--- config.mk ---
export PLATFORM = sky130hd
export DESIGN_NAME = occ_top
export DESIGN_NICKNAME = d
export VERILOG_FILES = /design/src/design/occ_pkg.sv /design/src/design/occ_sync2.sv /design/src/design/occ_pin_mux.sv /design/src/design/occ_top.sv
export SDC_FILE = /design/constraint.sdc
export NUM_CORES = 1
export LEC_CHECK = 0
export ABC_AREA = 1
export ABC_CLOCK_PERIOD_IN_PS = 1300
export BUFFER_PORTS_ARGS = -buffer_cell sky130_fd_sc_hd__buf_2
export CORE_MARGIN = 1
export CORE_UTILIZATION = 43
export CTS_BUF_LIST = sky130_fd_sc_hd__clkbuf_16
export DETAILED_ROUTE_END_ITERATION = 10
export GPL_ROUTABILITY_DRIVEN = 0
export GPL_TIMING_DRIVEN = 0
export PLACE_DENSITY = 0.85
export SETUP_SLACK_MARGIN = 0.05
export SYNTH_ARGS = -nofsm -noshare
export SYNTH_HDL_FRONTEND = slang
export SYNTH_HIERARCHICAL = 1
export SYNTH_SLANG_ARGS = --single-unit
--- constraint.sdc ---
create_clock -name ref_clk -period 1.3 [get_ports ref_clk]
set_input_delay 0.065 -clock ref_clk [delete_from_list [all_inputs] [get_ports ref_clk]]
set_output_delay 0.065 -clock ref_clk [all_outputs]
set_load 0.02 [all_outputs]
--- src/design/occ_pkg.sv ---
package occ_pkg;

  // ---------------------------------------------------------------
  // Register map (word aligned byte addresses)
  // ---------------------------------------------------------------
  localparam logic [7:0] OCC_ADR_OPTION = 8'h00;
  localparam logic [7:0] OCC_ADR_LSMODE = 8'h04;
  localparam logic [7:0] OCC_ADR_WDTSRC = 8'h08;
  localparam logic [7:0] OCC_ADR_STATUS = 8'h0c;

  // ---------------------------------------------------------------
  // Option byte field layout
  // ---------------------------------------------------------------
  localparam int OCC_OPT_SRC_LSB = 0;
  localparam int OCC_OPT_SRC_MSB = 1;
  localparam int OCC_OPT_LS_STOPPABLE = 2;
  localparam int OCC_OPT_RST_MODE = 3;
  localparam int OCC_OPT_WAIT_LSB = 4;
  localparam int OCC_OPT_WAIT_MSB = 5;

  // Register bit positions
  localparam int OCC_LS_STOP_BIT = 0;
  localparam int OCC_WDT_SRC_BIT = 0;

  // Reset values
  localparam logic OCC_LS_STOP_RST = 1'b0;
  localparam logic OCC_WDT_SRC_RST = 1'b0;
  localparam logic [7:0] OCC_OPT_RST = 8'h00;
  localparam logic [15:0] OCC_CNT_RST = 16'h0000;

  // Default stabilization counts, in clock cycles, per wait select
  localparam int OCC_WAIT_CYC_0 = 1024;
  localparam int OCC_WAIT_CYC_1 = 2048;
  localparam int OCC_WAIT_CYC_2 = 4096;
  localparam int OCC_WAIT_CYC_3 = 8192;

  typedef enum logic [1:0] {
    OCC_SRC_XTAL = 2'h0,
    OCC_SRC_EXT = 2'h1,
    OCC_SRC_HSINT = 2'h2,
    OCC_SRC_RSVD = 2'h3
  } occ_src_t;

  typedef enum logic [1:0] {
    OCC_ST_HOLD,
    OCC_ST_SAMPLE,
    OCC_ST_WAIT,
    OCC_ST_RUN
  } occ_state_t;

endpackage : occ_pkg

--- src/design/occ_sync2.sv ---
`timescale 1ns/1ns
`default_nettype none

// ---------------------------------------------------------------
// Two-stage synchroniser for a pin level
// ---------------------------------------------------------------
module occ_sync2 (
  input wire logic ref_clk,
  input wire logic rst,
  input wire logic pin_in,
  output logic pin_sync
);

  typedef struct packed {
    logic meta;
    logic sync;
  } occ_sync_t;

  occ_sync_t s_q;
  occ_sync_t s_d;

  always_comb begin
    s_d.meta = pin_in;
    s_d.sync = s_q.meta;
  end

  always_ff @(posedge ref_clk or posedge rst) begin
    if (rst) begin
      s_q <= '0;
    end else begin
      s_q <= s_d;
    end
  end

  assign pin_sync = s_q.sync;

endmodule : occ_sync2

`default_nettype wire

--- src/design/occ_pin_mux.sv ---
`timescale 1ns/1ns
`default_nettype none

// ---------------------------------------------------------------
// Oscillator pin ownership against the shared port pins
// ---------------------------------------------------------------
module occ_pin_mux
  import occ_pkg::*;
(
  input wire logic cfg_valid,
  input wire logic [1:0] clk_src,
  output logic osc_in_pin_is_clk,
  output logic osc_out_pin_is_clk,
  output logic shared_port_pin_a_en,
  output logic shared_port_pin_b_en
);

  always_comb begin
    osc_in_pin_is_clk = 1'b0;
    osc_out_pin_is_clk = 1'b0;
    shared_port_pin_a_en = 1'b0;
    shared_port_pin_b_en = 1'b0;
    if (cfg_valid) begin
      case (clk_src)
        OCC_SRC_XTAL: begin
          osc_in_pin_is_clk = 1'b1;
          osc_out_pin_is_clk = 1'b1;
        end
        OCC_SRC_EXT: begin
          osc_in_pin_is_clk = 1'b1;
          shared_port_pin_b_en = 1'b1;
        end
        OCC_SRC_HSINT: begin
          shared_port_pin_a_en = 1'b1;
          shared_port_pin_b_en = 1'b1;
        end
        default: begin
          osc_in_pin_is_clk = 1'b0;
        end
      endcase
    end
  end

endmodule : occ_pin_mux

`default_nettype wire

--- src/design/occ_top.sv ---
`timescale 1ns/1ns
`default_nettype none

// Contract
// - Stabilization wait only with crystal source
// - No wait for internal or external clock
// - Sample option after release; low pin holds
// - Crystal source: both oscillator pins clock-only
// - External clock: first oscillator pin not port
// - Internal oscillator: both pins become ports
// - Non-stoppable: watchdog fixed to low-speed clock
// - Stoppable: watchdog clock off in HALT/STOP
// - Stoppable: watchdog off for other source
// - Low-speed running feeds interval timer in STOP
module occ_top
  import occ_pkg::*;
#(
  parameter int WAIT_CYC_0 = OCC_WAIT_CYC_0,
  parameter int WAIT_CYC_1 = OCC_WAIT_CYC_1,
  parameter int WAIT_CYC_2 = OCC_WAIT_CYC_2,
  parameter int WAIT_CYC_3 = OCC_WAIT_CYC_3
) (
  input wire logic ref_clk,
  input wire logic rst,
  input wire logic [7:0] option_byte,
  input wire logic reset_pin_n,
  input wire logic halt_mode,
  input wire logic stop_mode,
  input wire logic wb_cyc_i,
  input wire logic wb_stb_i,
  input wire logic wb_we_i,
  input wire logic [7:0] wb_adr_i,
  input wire logic [31:0] wb_dat_i,
  input wire logic [3:0] wb_sel_i,
  output logic wb_ack_o,
  output logic [31:0] wb_dat_o,
  output logic cpu_reset,
  output logic [1:0] sys_clk_src,
  output logic osc_in_pin_is_clk,
  output logic osc_out_pin_is_clk,
  output logic shared_port_pin_a_en,
  output logic shared_port_pin_b_en,
  output logic reset_input_port_pin,
  output logic lowspeed_osc_run,
  output logic watchdog_counter_clk_en,
  output logic watchdog_counter_src_ls,
  output logic interval_timer_clk_en
);

  // ---------------------------------------------------------------
  // State
  // ---------------------------------------------------------------
  typedef struct packed {
    occ_state_t state;
    logic [7:0] opt;
    logic cfg_valid;
    logic [15:0] cnt;
    logic lowspeed_osc_stop_bit;
    logic wdt_src_other;
    logic ack;
    logic [31:0] dat;
    logic port_pin;
  } occ_regs_t;

  occ_regs_t r_q;
  occ_regs_t r_d;
  logic pin_s;
  logic [1:0] src;
  logic ls_stoppable;
  logic rst_mode;
  logic bus_req;
  logic bus_wr;

  function automatic logic [15:0] occ_wait_cycles(input logic [1:0] sel);
    logic [15:0] c;
    c = 16'(WAIT_CYC_0);
    case (sel)
      2'h1: c = 16'(WAIT_CYC_1);
      2'h2: c = 16'(WAIT_CYC_2);
      2'h3: c = 16'(WAIT_CYC_3);
      default: c = 16'(WAIT_CYC_0);
    endcase
    return c;
  endfunction : occ_wait_cycles

  occ_sync2 u_rst_sync (
    .ref_clk(ref_clk),
    .rst(rst),
    .pin_in(reset_pin_n),
    .pin_sync(pin_s)
  );

  assign src = r_q.opt[OCC_OPT_SRC_MSB:OCC_OPT_SRC_LSB];
  assign ls_stoppable = r_q.opt[OCC_OPT_LS_STOPPABLE];
  assign rst_mode = r_q.opt[OCC_OPT_RST_MODE];
  assign bus_req = wb_cyc_i && wb_stb_i && !r_q.ack;
  // Writes land at the edge where the master sees ack
  assign bus_wr = wb_cyc_i && wb_stb_i && r_q.ack && wb_we_i && wb_sel_i[0];

  // ---------------------------------------------------------------
  // Sequencer and register file
  // ---------------------------------------------------------------
  always_comb begin
    r_d = r_q;
    r_d.ack = bus_req;
    r_d.port_pin = pin_s;
    case (r_q.state)
      OCC_ST_HOLD: begin
        r_d.cfg_valid = 1'b0;
        if (pin_s) begin
          r_d.state = OCC_ST_SAMPLE;
        end
      end
      OCC_ST_SAMPLE: begin
        if (!pin_s) begin
          r_d.state = OCC_ST_HOLD;
        end else begin
          r_d.opt = option_byte;
          r_d.cfg_valid = 1'b1;
          if (option_byte[OCC_OPT_SRC_MSB:OCC_OPT_SRC_LSB] == OCC_SRC_XTAL) begin
            r_d.cnt = occ_wait_cycles(option_byte[OCC_OPT_WAIT_MSB:OCC_OPT_WAIT_LSB]);
            r_d.state = OCC_ST_WAIT;
          end else begin
            r_d.state = OCC_ST_RUN;
          end
        end
      end
      OCC_ST_WAIT: begin
        if (rst_mode && !pin_s) begin
          r_d.state = OCC_ST_HOLD;
        end else if (r_q.cnt <= 16'h0001) begin
          r_d.cnt = OCC_CNT_RST;
          r_d.state = OCC_ST_RUN;
        end else begin
          r_d.cnt = r_q.cnt - 16'h0001;
        end
      end
      OCC_ST_RUN: begin
        if (rst_mode && !pin_s) begin
          r_d.state = OCC_ST_HOLD;
        end
      end
      default: begin
        r_d.state = OCC_ST_HOLD;
      end
    endcase

    if (bus_wr) begin
      case (wb_adr_i)
        OCC_ADR_LSMODE: r_d.lowspeed_osc_stop_bit = wb_dat_i[OCC_LS_STOP_BIT];
        OCC_ADR_WDTSRC: r_d.wdt_src_other = wb_dat_i[OCC_WDT_SRC_BIT];
        default: r_d.dat = r_q.dat;
      endcase
    end

    r_d.dat = 32'h0000_0000;
    if (bus_req && !wb_we_i) begin
      case (wb_adr_i)
        OCC_ADR_OPTION: r_d.dat = {24'h00_0000, r_q.opt};
        OCC_ADR_LSMODE: r_d.dat = {31'h0000_0000, r_q.lowspeed_osc_stop_bit};
        OCC_ADR_WDTSRC: r_d.dat = {31'h0000_0000, r_q.wdt_src_other};
        OCC_ADR_STATUS: r_d.dat = {24'h00_0000, interval_timer_clk_en,
          watchdog_counter_clk_en, lowspeed_osc_run, r_q.port_pin,
          r_q.cfg_valid, 1'b0, r_q.state};
        default: r_d.dat = 32'h0000_0000;
      endcase
    end
  end

  always_ff @(posedge ref_clk or posedge rst) begin
    if (rst) begin
      r_q.state <= OCC_ST_HOLD;
      r_q.opt <= OCC_OPT_RST;
      r_q.cfg_valid <= 1'b0;
      r_q.cnt <= OCC_CNT_RST;
      r_q.lowspeed_osc_stop_bit <= OCC_LS_STOP_RST;
      r_q.wdt_src_other <= OCC_WDT_SRC_RST;
      r_q.ack <= 1'b0;
      r_q.dat <= 32'h0000_0000;
      r_q.port_pin <= 1'b0;
    end else begin
      r_q <= r_d;
    end
  end

  // ---------------------------------------------------------------
  // Outputs
  // ---------------------------------------------------------------
  assign wb_ack_o = r_q.ack;
  assign wb_dat_o = r_q.dat;
  assign cpu_reset = (r_q.state != OCC_ST_RUN);
  assign sys_clk_src = src;
  assign reset_input_port_pin = r_q.cfg_valid && !rst_mode && r_q.port_pin;

  // Non-stoppable configuration ignores the stop bit
  assign lowspeed_osc_run = !ls_stoppable || !r_q.lowspeed_osc_stop_bit;
  assign watchdog_counter_src_ls = !ls_stoppable || !r_q.wdt_src_other;
  assign watchdog_counter_clk_en = !ls_stoppable ? 1'b1
    : (lowspeed_osc_run && !halt_mode && !stop_mode
       && !r_q.wdt_src_other);
  assign interval_timer_clk_en = lowspeed_osc_run;

  occ_pin_mux u_pin_mux (
    .cfg_valid(r_q.cfg_valid),
    .clk_src(src),
    .osc_in_pin_is_clk(osc_in_pin_is_clk),
    .osc_out_pin_is_clk(osc_out_pin_is_clk),
    .shared_port_pin_a_en(shared_port_pin_a_en),
    .shared_port_pin_b_en(shared_port_pin_b_en)
  );

  // ---------------------------------------------------------------
  // Assertions
  // ---------------------------------------------------------------
  property p_wait_xtal;
    @(posedge ref_clk) disable iff (rst)
    (r_q.state == OCC_ST_WAIT) |-> (src == OCC_SRC_XTAL);
  endproperty
  a_wait_xtal: assert property (p_wait_xtal)
    else $error("Stabilization wait without crystal source");

  property p_no_wait;
    @(posedge ref_clk) disable iff (rst)
    (r_q.state == OCC_ST_SAMPLE && pin_s
     && option_byte[OCC_OPT_SRC_MSB:OCC_OPT_SRC_LSB] != OCC_SRC_XTAL)
    |=> (r_q.state == OCC_ST_RUN) && !cpu_reset;
  endproperty
  a_no_wait: assert property (p_no_wait)
    else $error("Wait inserted for non-crystal source");

  property p_sample_hold;
    @(posedge ref_clk) disable iff (rst)
    (r_q.state == OCC_ST_SAMPLE && !pin_s) |=> (r_q.state == OCC_ST_HOLD) && cpu_reset;
  endproperty
  a_sample_hold: assert property (p_sample_hold)
    else $error("Reset released with pin low before sampling");

  property p_xtal_pins;
    @(posedge ref_clk) disable iff (rst)
    (r_q.cfg_valid && src == OCC_SRC_XTAL)
    |-> !shared_port_pin_a_en && !shared_port_pin_b_en && osc_out_pin_is_clk;
  endproperty
  a_xtal_pins: assert property (p_xtal_pins)
    else $error("Crystal pin released as port");

  property p_ext_pin;
    @(posedge ref_clk) disable iff (rst)
    (r_q.cfg_valid && src == OCC_SRC_EXT) |-> osc_in_pin_is_clk && !shared_port_pin_a_en;
  endproperty
  a_ext_pin: assert property (p_ext_pin)
    else $error("External clock pin used as port");

  property p_int_pins;
    @(posedge ref_clk) disable iff (rst)
    (r_q.cfg_valid && src == OCC_SRC_HSINT) |-> shared_port_pin_a_en && shared_port_pin_b_en;
  endproperty
  a_int_pins: assert property (p_int_pins)
    else $error("Internal oscillator pins not released");

  property p_nonstop;
    @(posedge ref_clk) disable iff (rst)
    (r_q.cfg_valid && !ls_stoppable) |-> watchdog_counter_clk_en && watchdog_counter_src_ls;
  endproperty
  a_nonstop: assert property (p_nonstop)
    else $error("Watchdog not on low-speed clock");

  property p_halt_gate;
    @(posedge ref_clk) disable iff (rst)
    (ls_stoppable && (halt_mode || stop_mode)) |-> !watchdog_counter_clk_en;
  endproperty
  a_halt_gate: assert property (p_halt_gate)
    else $error("Watchdog clock runs in standby");

  property p_src_gate;
    @(posedge ref_clk) disable iff (rst)
    (ls_stoppable && r_q.wdt_src_other) |-> !watchdog_counter_clk_en;
  endproperty
  a_src_gate: assert property (p_src_gate)
    else $error("Watchdog clock runs with other source");

  property p_tmr_stop;
    @(posedge ref_clk) disable iff (rst)
    (stop_mode && !r_q.lowspeed_osc_stop_bit) |-> interval_timer_clk_en;
  endproperty
  a_tmr_stop: assert property (p_tmr_stop)
    else $error("Interval timer clock lost in STOP");

  property p_opt_hold;
    @(posedge ref_clk) disable iff (rst)
    (r_q.cfg_valid && $past(r_q.cfg_valid)) |-> $stable(r_q.opt);
  endproperty
  a_opt_hold: assert property (p_opt_hold)
    else $error("Option fields changed after latch");

  property p_ack_pulse;
    @(posedge ref_clk) disable iff (rst)
    wb_ack_o |=> !wb_ack_o;
  endproperty
  a_ack_pulse: assert property (p_ack_pulse)
    else $error("Bus acknowledge longer than one cycle");

  property p_dat_idle;
    @(posedge ref_clk) disable iff (rst)
    !wb_ack_o |-> (wb_dat_o == 32'h0000_0000);
  endproperty
  a_dat_idle: assert property (p_dat_idle)
    else $error("Read data outside acknowledge cycle");

  property p_port_follow;
    @(posedge ref_clk) disable iff (rst)
    (r_q.cfg_valid && !rst_mode) |-> (reset_input_port_pin == $past(pin_s));
  endproperty
  a_port_follow: assert property (p_port_follow)
    else $error("Input port level does not follow pin");

  property p_pin_rerun;
    @(posedge ref_clk) disable iff (rst)
    (r_q.state == OCC_ST_RUN && rst_mode && !pin_s)
    |=> (r_q.state == OCC_ST_HOLD) && cpu_reset;
  endproperty
  a_pin_rerun: assert property (p_pin_rerun)
    else $error("Pin reset ignored while running");

  property p_wait_count;
    @(posedge ref_clk) disable iff (rst)
    (r_q.state == OCC_ST_WAIT && r_q.cnt > 16'h0001 && !(rst_mode && !pin_s))
    |=> (r_q.state == OCC_ST_WAIT) && (r_q.cnt == $past(r_q.cnt) - 16'h0001);
  endproperty
  a_wait_count: assert property (p_wait_count)
    else $error("Stabilization count skipped a step");

  c_xtal_wait: cover property (@(posedge ref_clk) disable iff (rst)
    (r_q.state == OCC_ST_WAIT) ##1 (r_q.state == OCC_ST_RUN));
  c_direct_run: cover property (@(posedge ref_clk) disable iff (rst)
    (r_q.state == OCC_ST_SAMPLE) ##1 (r_q.state == OCC_ST_RUN));
  c_pin_hold: cover property (@(posedge ref_clk) disable iff (rst)
    (r_q.state == OCC_ST_SAMPLE) ##1 (r_q.state == OCC_ST_HOLD));
  c_stop_tmr: cover property (@(posedge ref_clk) disable iff (rst)
    stop_mode && interval_timer_clk_en && !watchdog_counter_clk_en);
  c_pin_rerun: cover property (@(posedge ref_clk) disable iff (rst)
    (r_q.state == OCC_ST_RUN) ##1 (r_q.state == OCC_ST_HOLD));

endmodule : occ_top

`default_nettype wire

== After elaboration in Yosys (flattened, before gate mapping) ==
Index checks and enable logic that the tools add are counted.

* Logic and storage cells: 93
* Input port bits: 60
* Output and inout bits: 45
* Flip-flop bits (word level): 65

* Reductions and logical operators: 37
* Eq/ne operators: 18
* Add/subtract/negate cells: 1
* Magnitude comparators: 1
* Mux-type cells: 25

{| class="wikitable"
|+ Operators with widths
! kind !! count
|-
| $mux W16 || 3
|-
| $pmux W14 S3 || 1
|-
| $pmux W16 S2 || 1
|-
| $pmux W8 S4 || 1
|-
| $mux W17 || 1
|-
| $eq A8 B4 Y1 const B || 2
|-
| $le A16 B1 Y1 const B || 1
|-
| $sub A16 B1 Y16 const B || 1
|-
| $logic_and A1 B1 Y1 || 12
|-
| $eq A2 B2 Y1 const B || 5
|-
| $mux W1 || 10
|-
| $mux W2 || 5
|-
| $logic_not A1 Y1 || 9
|-
| $eq A8 B3 Y1 const B || 1
|-
| $logic_not A8 Y1 || 1
|-
| $mux W8 || 1
|-
| $ne A2 B2 Y1 const B || 4
|-
| $pmux W2 S4 || 1
|-
| $reduce_and A2 Y1 || 4
|-
| $eq A2 B1 Y1 const B || 3
|-
| $logic_not A2 Y1 || 3
|-
| $ne A2 B1 Y1 const B || 2
|-
| $reduce_and A4 Y1 || 1
|-
| $reduce_bool A2 Y1 || 2
|-
| 5 further kinds || 7
|}

== Depth between registers and ports, before layout ==
* Depth after elaboration: 8
* Depth in mapped cells: 10
* Gate-level depth less buffers: 10

== By module ==
The synthesis kept the hierarchy.

{| class="wikitable"
|+ By module, submodules not included
! module !! times used !! sequential area each (um^2) !! cells an instance !! area an instance (um^2)
|-
| occ_top || 1 || 975.9 || 307 || 2,338.5
|-
| occ_pin_mux || 1 || 0.0 || 13 || 75.1
|-
| occ_sync2 || 1 || 50.0 || 3 || 53.8
|}

== Worst setup path before layout ==
No wires, ideal clock.

* Kind: flip-flop to flip-flop
* Start point: reg r_q[35] (netlist bit)
* End point: reg r_q, in the netlist wb_dat_o[6]
* Required time: 1.220 ns
* Setup time: 0.080 ns
* Arrival time: 1.311 ns
* Setup slack: -0.090 ns
* Period minus slack after synthesis: 1.390 ns
* Buffers on the path: 0
* Cell stages (with the launch flop): 6
* Cells stage by stage: dfrtp_1 -> inv_1 -> nand2_1 -> o31ai_1 -> nand2_1 -> a21oi_1

{| class="wikitable"
|+ RTL lines
! element !! RTL line !! RTL
|-
| start: declaration || occ_top.sv:65 || <nowiki>occ_regs_t r_q;</nowiki>
|-
| start signal: assignment || occ_top.sv:182 || <nowiki>r_q <= r_d;</nowiki>
|}

== Worst setup path after layout ==
* Start point: reg r_q[38] (netlist bit)
* End point: reg r_q[51] (netlist bit)

* Word-level cells in the longest chain between the ends: 4
* Elaborated cells between the ends (all ways): 5
* Those cells by class: 1 x add/sub; 1 x order compare; 3 x mux

{| class="wikitable"
|+ RTL lines
! element !! RTL line !! RTL
|-
| $sub A16 B1 Y16 or $le A16 B1 Y1 (tied branches) || occ_top.sv:135, occ_top.sv:131 ||
|-
| $mux W16 * || occ_top.sv:131 || <nowiki>end else if (r_q.cnt <= 16'h0001) begin</nowiki>
|-
| $mux W16 * || occ_top.sv:129 || <nowiki>if (rst_mode && !pin_s) begin</nowiki>
|-
| $pmux W16 S2 * || occ_top.sv:107 || <nowiki>case (r_q.state)</nowiki>
|}

Every way passes the cells marked *; elsewhere a longest branch is shown, timed or not. The select of a mux whose other input is x is not followed.
A chain may end at the register's enable or synchronous reset.

==> metrics.cfg <==
[status]
status=complete, but fails checks
violations=setup timing

[drt]
dr_total_vias=2718
first_iter_violations=420
drt-wirelength-per-cell_um=17.1
dr.pass1.iters=6
antenna_left=0
drc_errors=0
routed_via_density=5.36
drt_wl_total_mm=8.67

[synthesis]
synth_xor_area_share_pct=3.55
synth_cell_types=30
yosysWarnings=6
netlist_instances=323
synth_common_cells=82 x nand2_1, 43 x nor2_1, 41 x dfrtp_1
synth.area.mux_share_pct=0
synthArstFlopShare_pct=100
synth-simple-area-share_pct=29.6
syn_area_um2=2470
yosysTopAreaCell=dfrtp_1
synth_ff_type=dfrtp_1
ys_ff_latch=41
synth_area_leaders=dfrtp_1 42%, nand2_1 12%, buf_4 11%, nor2_1 6.5%, inv_1 5.2%
synth_fa_ha_area_share_pct=2.54
synth_edf_count=0
synth_top_family_by_area=simple AND/OR/NAND/NOR gates
syn_area_per_cell_um2=7.64
post-synth-top-count-cell=nand2_1
synth_compound_area_share_pct=5.73
synth_top_area_share_pct=41.6
ys_seq_area_share_pct=41.6

[sta]
worst_slack_ps=-304
finalSetupTns_ps=-3490
min_period_ps=1600
fin_crit_sh_pct=123
finalSetupViolCount=22
rsz0062_at_grt=yes
fmax_mhz=623
hold_viol=0
max_slew.worst_pin.slew_ps=673
slew_headroom_pct=55.1
final_max_slew_viol_count=0
skew_ps=5.83

[clocking]
htreeDepth=2
clock_latency_ps=290
cts-root-buf=clkbuf_16
numCtsBuffers=5
cts.sinks=41
tritoncts=built
clk_pin_slew_ps=60
cts_buffer_depth=2

[placement]
hpwl_mm=4.02
pre_cts_slack_ps=-285
port_buffers=46

[cells_and_area]
areaGrowthSynthToFinish_pct=49.6
post-route-util_pct=67.1
drive_above_1_share_pct=44.8
insertedDiodeCount=0
fin_nets=499

[worst_setup_path]
cp_data_arrival_time_ps=1830
cp.required_ps=1520
worstReg2RegEnd=r_q[51]
cp-end-kind=register
worstSetupStartpointType=register
r2r-start=r_q[38]
critPathKind=reg2reg
rrSetupSlack_ps=-300
ff2ff_path_depth=7
critPathMaxFanout=4

[global_routing]
grt_pass1_vias=2554
met1_usage_pct=30.2
grt_use_met2_pct=44.0
grt_busiest_layer=met2
met3_usage_pct=5.65
grt_pass1_wl_mm=12.2
grt_overflow=0
antenna_found_initial=0
grt_max_degree=40
grt_use_total_pct=26.2

[hold_path]
hold_path_end=sys_clk_src[1]
hold_path.class=in2reg
worstHoldStart=option_byte[1]
whs_path_depth=3

[power]
leakage_nw=1.91
ir_drop_v=0.00161
powerDensity_nw_per_um2=2190

[die]
die_h_um=77.8
core_um2=5510
pin_count=105
start_util_pct=44.8
chipWidth_um=77.8
rows=27
dieArea_um2=6050

[run]
drv_cap=0

-- critical path, cell delays in order (launching register included) --
cell and delay (ps):
dfrtp_1 420, nor2_1 200, nand2_1 140, nor2_4 200, nand3_1 150, o21bai_1 240, nand2_1 90, nor2_1 90
-- registers in the layout, indices dropped and copies added, names as in the netlist --
name,count
r_q,27
wb_dat_o,8
sys_clk_src,2
ls_stoppable,1
u_rst_sync/pin_sync,1
u_rst_sync/s_d,1
wb_ack_o,1
-- cell usage in the layout (no fill, tap or decap), drive strengths merged --
master         n
buf          112
nand2         86
nor2          48
dfrtp         41
inv           37
conb          24
nand3         18
o21ai         11
a21oi         10
nand4          7
xor2           7
dlygate4sd3    6
clkbuf         5
ha             5
nor3           4
xnor2          3
o21bai         2
clkinv         2
or2            2
a31oi          1
o31ai          1
nor4           1
o211ai         1
clkinvlp       1
-- repair_timing --
item                                    4_1_cts  5_1_grt
setup buffers                                19       11
resized for setup                            62       39
hold buffers                                  6        0
endpoints found under the setup margin       29       35
pin swaps                                    13       24
hold endpoints to repair                     46        0
cloned                                        1        0
-- cell families (layout without fill, tap and decap cells) --
logic type / Yosys count / in the layout
compound gates: 26 / 26
xor+xnor: 10 / 10
fa+ha+maj: 5 / 5
buf+inv: 74 / 163
flops: 41 / 41
other cells: 1 / 24
simple gates: 166 / 166
-- power by group --
| part | leakage [nW] | switching, W | total (W) | internal [W] |
|---|---|---|---|---|
| Clock | 0.0702 | 0.000550 | 0.00126 | 0.000715 |
| Combinational | 1.33 | 0.00272 | 0.00470 | 0.00197 |
| Sequential | 0.515 | 0.000489 | 0.00214 | 0.00165 |
| Total | 1.91 | 0.00376 | 0.00810 | 0.00434 |
-- stage by stage --
stage	area, um^2	power, W	hold slack (ps)	std cells
global route	3690	0.00845	67.1	507
CTS	3480	0.00706	45.0	498
detailed placement	2900	0.00475	-64.4	464
global placement	2900	0.00463	-75.3	464
finish	3690	0.00810	36.3	507
floorplan	2580	0.00407	-194	346
-- area by class of cell --
| type | instances | area (um^2) |
|---|---|---|
| Buffer | 36 | 275 |
| Clock buffer | 5 | 125 |
| Clock inverter | 3 | 21.3 |
| Fill cell | 402 | 1810 |
| Inverter | 37 | 155 |
| Multi-Input combinational cell | 231 | 1370 |
| Sequential cell | 41 | 1030 |
| Tap cell | 72 | 90.1 |
| Timing Repair Buffer | 82 | 622 |
-- worst max path at each step --
stage	start	end	slack, ps	depth (start not counted)
after floorplan	r_q[62]	r_q[47]	-40	9
after detailed placement	r_q[62]	r_q[39]	-280	9
after global placement	r_q[62]	r_q[39]	-270	9
final	r_q[38]	r_q[51]	-300	7
after global routing	r_q[38]	r_q[51]	-330	7
after CTS	r_q[61]	r_q[40]	-70	8
-- layer usage --
| metal | up-vias | share of wire, % | routed length, um |
|---|---|---|---|
| met4 | 0 | 5.8 | 503 |
| met2 | 241 | 49 | 4220 |
| met5 | - | 0 | 0 |
| met3 | 61 | 9.7 | 841 |
| li1 | 1170 | - | - |
| met1 | 1246 | 36 | 3110 |
No activity file was read; power rests on OpenSTA's default activity.
